### config.mk
export PLATFORM = sky130hd
export DESIGN_NAME = imr_redirect
export DESIGN_NICKNAME = d
export VERILOG_FILES = /design/src/hdl/imr_pkg.sv /design/src/hdl/imr_redirect.sv
export SDC_FILE = /design/constraint.sdc
export NUM_CORES = 1
export LEC_CHECK = 0
export BUFFER_PORTS_ARGS = -buffer_cell sky130_fd_sc_hd__buf_2
export CAP_MARGIN = 25
export CORE_AREA = 2 2 107 57
export CTS_BUF_LIST = sky130_fd_sc_hd__clkbuf_4
export DETAILED_ROUTE_END_ITERATION = 16
export DIE_AREA = 0 0 109 59
export PLACE_DENSITY_LB_ADDON = 0.25
export SETUP_SLACK_MARGIN = 0.05
export SLEW_MARGIN = 5
export SYNTH_ARGS = -nofsm -noshare
export SYNTH_HDL_FRONTEND = slang
export SYNTH_SLANG_ARGS = --single-unit
### constraint.sdc
create_clock -name ref_clk -period 2 [get_ports ref_clk]
set_input_delay 0.4 -clock ref_clk [delete_from_list [all_inputs] [get_ports ref_clk]]
set_output_delay 0.4 -clock ref_clk [all_outputs]
set_load 0.02 [all_outputs]
### src/hdl/imr_pkg.sv
package imr_pkg;

    // Interrupt address window, upper address bits
    localparam logic [11:0] IMR_ADDR_WINDOW   = 12'hFEE;
    localparam int          IMR_WIN_HI        = 31;
    localparam int          IMR_WIN_LO        = 20;
    // Address field positions
    localparam int          IMR_DEST_HI       = 19;
    localparam int          IMR_DEST_LO       = 12;
    localparam int          IMR_EXT_HI        = 11;
    localparam int          IMR_EXT_LO        = 4;
    localparam int          IMR_HINT_BIT      = 3;
    localparam int          IMR_MODE_BIT      = 2;
    localparam int          IMR_BIT_FIVE      = 5;
    // Data field positions
    localparam int          IMR_VEC_HI        = 7;
    localparam int          IMR_VEC_LO        = 0;
    localparam int          IMR_DLV_HI        = 10;
    localparam int          IMR_DLV_LO        = 8;
    localparam int          IMR_STAT_BIT      = 14;
    localparam int          IMR_TRIG_BIT      = 15;
    // Request-phase codes of a processor interrupt
    localparam logic [4:0]  IMR_REQ_FIRST     = 5'h09;
    localparam logic [4:0]  IMR_REQ_SECOND    = 5'h1C;
    // Reset values
    localparam logic [7:0]  IMR_DEST_RST      = 8'h00;
    localparam logic [1:0]  IMR_BUS_RST       = 2'h0;
    localparam logic [7:0]  IMR_VEC_RST       = 8'h00;
    localparam logic [2:0]  IMR_DLV_RST       = 3'h0;

    // Addressing model, physical or logical
    typedef enum logic [1:0] {
        IMR_PHYSICAL = 2'b00,
        IMR_FLAT     = 2'b01,
        IMR_CLUSTER  = 2'b10
    } imr_model_t;

endpackage : imr_pkg

### src/hdl/imr_redirect.sv
`timescale 1ns/1ns
// Summary of operation
// - Interrupts reach cores only as bus messages, never a sideband wire.
// - Processor interrupts use same window with request codes 01001 and 11100.
// - Hint set allows delivery to another processor for lowest priority.
// - Redirection target on any of the buses; applies to I/O and interprocessor interrupts.
// - Redirect in physical mode and logical flat or clustered mode.
// - Address bits 19:12 form the 8-bit destination identifier.
// - Address bits 11:4 are reserved and ignored for delivery.
// - Address bit 3 is the hint: 0 fixed, 1 redirectable.
// - Address bit 2 selects physical (0) or logical (1) destination.
// - I/O-side encoding bit copied into bus address bit five.
// - Data: vector 7:0, delivery 10:8, status 14, trigger 15.
module imr_redirect
    import imr_pkg::*;
#(
    parameter int ADDR_W = 32,
    parameter int DATA_W = 64
) (
    input  wire logic              ref_clk,                  // Bus clock
    input  wire logic              rst,                      // Async reset, high
    input  wire logic              req_valid,                // Incoming request
    input  wire logic              req_from_io,              // Request came from I/O side
    input  wire logic              req_is_write,             // Memory write request
    input  wire logic [4:0]        request_phase_code_first, // First request code
    input  wire logic [4:0]        request_phase_code_second,// Second request code
    input  wire logic [ADDR_W-1:0] req_addr,                 // Request address
    input  wire logic [DATA_W-1:0] req_data,                 // Request data
    input  wire logic              io_encoding_bit,          // I/O transaction encoding
    input  wire logic              redirect_enable,          // Allow redirection
    input  wire logic [7:0]        redirect_dest,            // Chosen alternate target
    input  wire logic [1:0]        redirect_bus,             // Bus of alternate target
    input  wire logic [1:0]        addressed_bus,            // Bus of addressed target
    input  wire logic [1:0]        logical_model,            // Logical model selector
    input  wire logic              msg_ready,                // Bus can take message
    output logic                   req_ready,                // Request accepted
    output logic                   msg_valid,                // Interrupt message out
    output logic [1:0]             msg_bus,                  // Target processor bus
    output logic [ADDR_W-1:0]      msg_addr,                 // Bus message address
    output logic [7:0]             msg_vector,               // Vector
    output logic [2:0]             msg_delivery,             // Delivery mode
    output logic                   msg_status,               // Delivery status
    output logic                   msg_trigger,              // Trigger mode
    output logic                   msg_redirected,           // Target was changed
    output imr_model_t             msg_model,                // Addressing model used
    output logic                   msg_is_ipi                // Interprocessor origin
);

    // Decode of the incoming request
    logic       in_window;
    logic       io_msg;
    logic       cpu_msg;
    logic       take;
    logic [7:0] destination_identifier;
    logic       redirection_hint;
    logic       destination_mode_bit;
    logic       do_redirect;
    imr_model_t next_model;
    logic [ADDR_W-1:0] next_addr;
    logic [1:0] next_bus;
    logic       next_redirected;

    // Only the top twelve bits pick out the interrupt window
    // window match
    assign in_window = (req_addr[IMR_WIN_HI:IMR_WIN_LO] == IMR_ADDR_WINDOW);

    // I/O reads in the window are not interrupts and are ignored
    // I/O write recognition
    assign io_msg = req_from_io && req_is_write && in_window;

    // Both codes must match; one alone is ordinary traffic
    // processor code match
    assign cpu_msg = !req_from_io && in_window
                     && (request_phase_code_first == IMR_REQ_FIRST)
                     && (request_phase_code_second == IMR_REQ_SECOND);

    // A message the bus has not taken stalls the source; one slot keeps ordering simple
    // A busy bus therefore backs up into the requester
    assign req_ready = !msg_valid || msg_ready;
    assign take      = req_valid && req_ready && (io_msg || cpu_msg);

    assign destination_identifier = req_addr[IMR_DEST_HI:IMR_DEST_LO];
    assign redirection_hint       = req_addr[IMR_HINT_BIT];
    assign destination_mode_bit   = req_addr[IMR_MODE_BIT];

    assign do_redirect = redirection_hint && redirect_enable;

    assign next_bus        = do_redirect ? redirect_bus : addressed_bus;
    assign next_redirected = do_redirect;

    always_comb begin
        if (!destination_mode_bit) begin
            next_model = IMR_PHYSICAL;
        end else if (logical_model == 2'b10) begin
            next_model = IMR_CLUSTER;
        end else begin
            // Any selector value but clustered falls back to flat
            next_model = IMR_FLAT;
        end
    end

    // Outgoing address; field 11:4 passed unused, except bit 5 on I/O requests
    always_comb begin
        // Hint and mode bits travel unchanged for the bus side
        next_addr = req_addr;
        next_addr[IMR_DEST_HI:IMR_DEST_LO] = do_redirect ? redirect_dest
                                                         : destination_identifier;
        if (req_from_io) begin
            next_addr[IMR_BIT_FIVE] = io_encoding_bit;
        end
        next_addr[1:0] = 2'b00;
    end

    // message issued on bus; a fresh take outranks the drain
    always_ff @(posedge ref_clk or posedge rst) begin
        if (rst) begin
            msg_valid <= 1'b0;
        end else if (take) begin
            msg_valid <= 1'b1;
        end else if (msg_ready) begin
            msg_valid <= 1'b0;
        end
    end

    // Address, held until the bus accepts it
    // Loads only on a take, so a stalled message stands unchanged
    always_ff @(posedge ref_clk or posedge rst) begin
        if (rst) begin
            msg_addr <= '0;
        end else if (take) begin
            msg_addr <= next_addr;
        end
    end

    // Alternate bus comes from the target choice outside this block
    // target bus, held with the address
    always_ff @(posedge ref_clk or posedge rst) begin
        if (rst) begin
            msg_bus <= IMR_BUS_RST;
        end else if (take) begin
            msg_bus <= next_bus;
        end
    end

    // Reset value says no redirect has happened
    // redirect flag for the bus side
    always_ff @(posedge ref_clk or posedge rst) begin
        if (rst) begin
            msg_redirected <= 1'b0;
        end else if (take) begin
            msg_redirected <= next_redirected;
        end
    end

    // Stored so the bus side need not re-decode the mode bit
    // addressing model used
    always_ff @(posedge ref_clk or posedge rst) begin
        if (rst) begin
            msg_model <= IMR_PHYSICAL;
        end else if (take) begin
            msg_model <= next_model;
        end
    end

    // Lets the bus side tell processor traffic from I/O traffic
    // processor origin marker
    always_ff @(posedge ref_clk or posedge rst) begin
        if (rst) begin
            msg_is_ipi <= 1'b0;
        end else if (take) begin
            msg_is_ipi <= cpu_msg;
        end
    end

    // Data bits 63:16 and 13:11 are don't-care and never stored
    // vector field
    always_ff @(posedge ref_clk or posedge rst) begin
        if (rst) begin
            msg_vector <= IMR_VEC_RST;
        end else if (take) begin
            msg_vector <= req_data[IMR_VEC_HI:IMR_VEC_LO];
        end
    end

    // Delivery mode is passed on as received, never re-coded
    // delivery mode field
    always_ff @(posedge ref_clk or posedge rst) begin
        if (rst) begin
            msg_delivery <= IMR_DLV_RST;
        end else if (take) begin
            msg_delivery <= req_data[IMR_DLV_HI:IMR_DLV_LO];
        end
    end

    // Status and trigger are single bits, copied as they stand
    // delivery status bit
    always_ff @(posedge ref_clk or posedge rst) begin
        if (rst) begin
            msg_status <= 1'b0;
        end else if (take) begin
            msg_status <= req_data[IMR_STAT_BIT];
        end
    end

    always_ff @(posedge ref_clk or posedge rst) begin
        if (rst) begin
            msg_trigger <= 1'b0;
        end else if (take) begin
            msg_trigger <= req_data[IMR_TRIG_BIT];
        end
    end

endmodule : imr_redirect

; ---- After elaboration in Yosys (flattened, before gate mapping)
; Cells that the tools add are included.
[classes]
eq_ne = 4
n_mux = 7
n_reduce_logical = 13
[ops]
columns = operator, count
row1 = == test 12 bit (second input constant), 1
row2 = logical AND 1 bit, 8
row3 = 2-to-1 mux 8 bit, 1
row4 = 2-to-1 mux 2 bit, 3
row5 = == test 5 x 4 -> 1 bit (second input constant), 1
row6 = == test 5 bit (second input constant), 1
row7 = 2-to-1 mux 1 bit, 3
row8 = == test 2 bit (second input constant), 1
row9 = zero test 1 bit, 2
row10 = logical OR 1 bit, 2
row11 = nonzero test 2 bit, 1
[word_totals]
reg_bits = 50
out_inout_bits = 53

; ---- Logic depth before layout (Yosys ltp)
[logic_depth]
depth_word = 7
mapped_depth = 6
ltp_nobuf = 4

; ---- Worst setup path before layout
; OpenSTA, ideal clock, no wires.
[synth_path]
path_kind = input port to flip-flop
from = input port request_phase_code_first[2]
to = register msg_vector[1]
setup_ps = 125
arrival_time_ps = 1899
required_ps = 1875
setup_slack_ps = -24
stages = 6
n_path_buf = 2
cell_sequence = or4b_4 -> nor4_4 -> o211ai_2 -> buf_6 -> buf_6 -> mux2_4
[synth_between]
elab_chain_cells = 5
[synth_lines]
columns = element, line_no
row1 = start: declaration, imr_redirect.sv:25  ; input wire logic [4:0] request_phase_code_first,
row2 = == test 5 x 4 -> 1 bit, imr_redirect.sv:74  ; && (request_phase_code_first == IMR_REQ_FIRST)
row3 = logical AND 1 bit, imr_redirect.sv:74
row4 = logical AND 1 bit, imr_redirect.sv:75  ; && (request_phase_code_second == IMR_REQ_SECOND);
row5 = logical OR 1 bit, imr_redirect.sv:80  ; assign take = req_valid && req_ready && (io_msg || cpu_msg);
row6 = logical AND 1 bit, imr_redirect.sv:80
row7 = end signal: assignment, imr_redirect.sv:181  ; msg_vector <= req_data[IMR_VEC_HI:IMR_VEC_LO];
row8 = end: declaration, imr_redirect.sv:40  ; output logic [7:0] msg_vector,
; No other way between the ends.
; A chain may end at the register's enable or synchronous reset.

; ---- Final worst setup path
[layout_path]
from = input port request_phase_code_first[2]
to = register msg_vector[2]
; Same word-level chain as after synthesis.

==> flow_results.org <==
** Floorplanning
- The die is 109 µm wide.
- Num ports :: 181
- Vertical die dimension :: 59 µm
- Area of the die :: 0.00643 mm²
- Number of placement rows :: 19
- For this configuration, the core starts out at a cell density of 0.388.
- Core area :: 0.00540 mm²

** Finish
- Final cell area excluding filler cells :: 0.00289 mm²
- The number of antenna diodes in the final layout is 0.
- The count of cells in the finished layout, fillers not included, comes to 343.
- The final layout contains 398 nets.
- The area growth from synthesis to layout is 37.8%.
- Layout cells sized above 1 :: 0.696

** Timing
- The count of final max-slew check failures is 0.
- Unrepaired setup endpoints after global routing :: false
- Based on the critical path, the design can be clocked at up to 572 MHz.
- In the final timing run, aggregate negative setup slack is 0 ps.
- After layout, the minimum clock period comes to 1750 ps.
- Setup violations remaining at the end of the flow were counted as 0.
- Final Hold Violating Endpoints :: 0
- Across the routed clock network, the largest skew measured is 7.95 ps.
- In the post-route analysis, the smallest setup slack over all paths is 253 ps.
- Portion of the clock cycle consumed by the worst path in the final layout :: 0.874

** Detailed routing
- DRT Wirelength :: 4450 µm
- For this block, the via count after detailed routing is 1546.
- DRC violation total after the first TritonRoute iteration :: 27
- DRC Markers :: 0
- Once detail routing completed, the nets flagged for antenna violations numbered 0.
- After detailed routing, the average wire length per cell comes to 13.0 µm.
- Pre-Repair DR Iteration Count :: 4
- Avg Vias per Cell :: 4.51

** CTS
- Clock slew at the register clock pins of the worst setup and hold paths :: 130 ps
- Clock tree synthesis selected as its root buffer the cell clkbuf_4.
- Clock tree from TritonCTS :: yes
- Worst-skew pair later-pin latency :: 340 ps
- The clock tree synthesis step divided the H-tree into 2 levels.
- Number of buffers on the longest clock path :: 2
- Post-CTS timing repair inserted 0 buffers for setup.
- CTS Hold Bufs :: 0
- In this run, post-CTS repair resized a total of 0 instances.
- Number of clock buffers inserted by TritonCTS :: 5
- The clock drives 50 sinks.

** Worst setup path
- CP peak stage delay :: 530 ps
- Cell count along the critical path :: 6
- CP Cell Sequence :: buf_2, or4b_4, nor4_4, o211ai_4, buf_12, mux2_4
- Worst path buffer plus inverter count :: 2
- The number of cells on the worst reg-to-reg path is 5.
- In this design, the largest share of critical-path delay is due to simple AND/OR/NAND/NOR gates.
- The slowest stage of the critical path belongs to the cell or4b_4.
- The critical path is of the primary input to register type.
- STA puts the critical path data required time at 2240 ps.
- At the worst endpoint, the arrival time is 1980 ps.
- In this run the worst path has a maximum fanout of 25.
- STA classifies the critical path endpoint as a register.
- The worst setup path is launched from a primary input.

** Placement
- Placed instance area :: 0.00284 mm²
- Post-Place Cells :: 336
- Detailed placement finished with a half-perimeter wire length of 3560 µm.
- RD Place Congestion :: 0.681
- In this run the tool buffered the top-level ports with 125 buffer cells.
- Pre-CTS setup slack :: -123 ps

** GRT
- Global Route Usage Sum :: 0.143
- Global-route congestion overflow total :: 0
- Largest net degree at the start of global routing :: 26
- Antenna violations before repair :: 0
- Via count of the first global-routing pass :: 1596
- Global-route wire length before repair :: 7020 µm

** Synthesis
- The share of the Yosys chip area taken by registers is 0.597.
- In this run the mean area of a mapped cell was 15.1 µm².
- Async set-reset flop share out of synthesis :: 1.00
- Flops & latches, synth :: 50
- The most used flip-flop cell after synthesis is dfrtp_1.
- Summed instance area of the synthesized netlist :: 0.00209 mm²
- Gate Count Post-Synth :: 139
- Count of flip-flops with a built-in enable after synthesis :: 0
- Library cells used by synthesis :: 25
- Synth warnings :: 0

** Power
- Of the total power, the share spent switching nets is 0.222.
- Comb power frac :: 0.086
- Cell internal power was estimated by the tool at 0.00122 W.
- Summed over all cells, the static leakage comes to 1.77 nW.
- VDD sags by at most 0.000265 V.
- The analysis attributes to net switching a power of 0.000346 W.
- For this design the ratio of total power to cell area is 541 mW/mm².
- Of the total power, registers draw 0.648.
- Proportion of power drawn by the clock network :: 0.265

** Run status
- Run status :: complete, no violations

** Worst hold path
- Type of the worst min-delay path :: primary input to asynchronous set/reset pin

** Flow run
- Across the run, the number of max-cap violations was 0.
sequential cells by signal (all words and copies together), names as in the netlist:
register / cells
msg_is_ipi: 1
msg_trigger: 1
msg_bus: 2
msg_vector: 8
msg_redirected: 1
msg_model: 2
msg_delivery: 3
msg_status: 1
msg_addr: 30
msg_valid: 1
placed cells by master (no fill, tap or decap):
| master | synthesis | final |
|---|---|---|
| dfrtp_1 | 50 | 50 |
| nand4bb_1 | 1 | 1 |
| nand2b_1 | 11 | 11 |
| nand4b_1 | 1 | 1 |
| o211ai_4 | 0 | 1 |
| or4b_4 | 1 | 1 |
| mux2_2 | 40 | 40 |
| and2_1 | 3 | 3 |
| clkinv_2 | 0 | 2 |
| and4b_1 | 1 | 1 |
| a32o_1 | 1 | 1 |
| nor2_1 | 1 | 1 |
| and3_1 | 1 | 1 |
| nand2_1 | 3 | 3 |
| mux2i_1 | 1 | 1 |
| mux2_4 | 6 | 6 |
| nor4_4 | 1 | 1 |
| clkbuf_4 | 0 | 5 |
| buf_4 | 2 | 4 |
| buf_2 | 2 | 125 |
| nand3_1 | 2 | 2 |
| inv_1 | 3 | 2 |
| buf_12 | 0 | 2 |
| a21boi_0 | 1 | 1 |
| conb_1 | 1 | 2 |
| and4_1 | 1 | 1 |
| inv_2 | 0 | 1 |
synth_stat cells (all sizes together), types with 2 or more instances:
master / count / area share
and2: 3 / 0.0090
buf: 6 / 0.023
clkbuf: 2 / 0.0036
dfrtp: 50 / 0.60
inv: 3 / 0.0054
mux2: 46 / 0.26
nand2: 3 / 0.0054
nand2b: 11 / 0.033
nand3: 2 / 0.0048
path summary, 6_finish.rpt:
path                                         endpoint                   startpoint  slack (ps)
min                            msg_status$_DFFE_PP0P_                          rst          50
max reg2reg                 msg_vector[2]$_DFFE_PP0P_        msg_valid$_DFFE_PP0P_         460
max in group asynchronous  msg_redirected$_DFFE_PP0P_                          rst        1360
min in group ref_clk          msg_addr[6]$_DFFE_PP0P_                  req_addr[6]         270
min reg2reg                  msg_addr[30]$_DFFE_PP0P_     msg_addr[30]$_DFFE_PP0P_         480
max                         msg_vector[2]$_DFFE_PP0P_  request_phase_code_first[2]         250
per-stage QoR:
stage	utilization	power (W)	hold slack [ps]
2_1_floorplan	-	0.00109	549
3_3_place_gp	0.526	0.00117	430
3_5_place_dp	0.526	0.00117	447
4_1_cts	0.535	0.00160	46.7
5_1_grt	0.535	0.00166	69.4
6_report	0.535	0.00156	48.5
kinds of logic (layout without fill, tap and decap cells):
kind of cell           Yosys count  count (layout)  share of synthesized area
DFF                             50              50                      0.597
muxes                           47              47                      0.263
and+or+nand+nor                 27              27                     0.0920
buffers and inverters           11             141                     0.0317
AOI/OAI and AO/OA                3               3                     0.0143
other                            1               2                    0.00179
layer usage:
metal	global-route usage	up-vias	part of all wire
met5	0	-	0
met4	0.0440	0	0
met3	0.0341	0	0.081
met2	0.273	62	0.52
met1	0.160	745	0.40
li1	-	739	-
power by group through the flow:
stage / logic [W] / registers (W) / clock network [W]
floorplan: 0.0000540 / 0.00103 / 0
global placement: 0.000134 / 0.00103 / 0
detailed placement: 0.000139 / 0.00103 / 0
CTS: 0.000140 / 0.00101 / 0.000447
global route: 0.000152 / 0.00101 / 0.000492
finish: 0.000135 / 0.00101 / 0.000415
final cells by class:
class	instances	area [µm²]
Fill cell	508	2510
Clock buffer	5	37.5
Multi-Input combinational cell	79	790
Timing Repair Buffer	131	696
Clock inverter	2	10.0
Sequential cell	50	1250
Inverter	3	11.3
Tap cell	73	91.3
worst reg2reg max path: cells and delay by family, from the launching register on:
family | cells | cell delay [ps]
multiplexers | 1 | 310
buffers and inverters | 1 | 190
AO/OA/AOI/OAI | 1 | 130
AND/OR/NAND/NOR | 2 | 400
flip-flops | 1 | 400
Power figures use the tool's default switching activity.
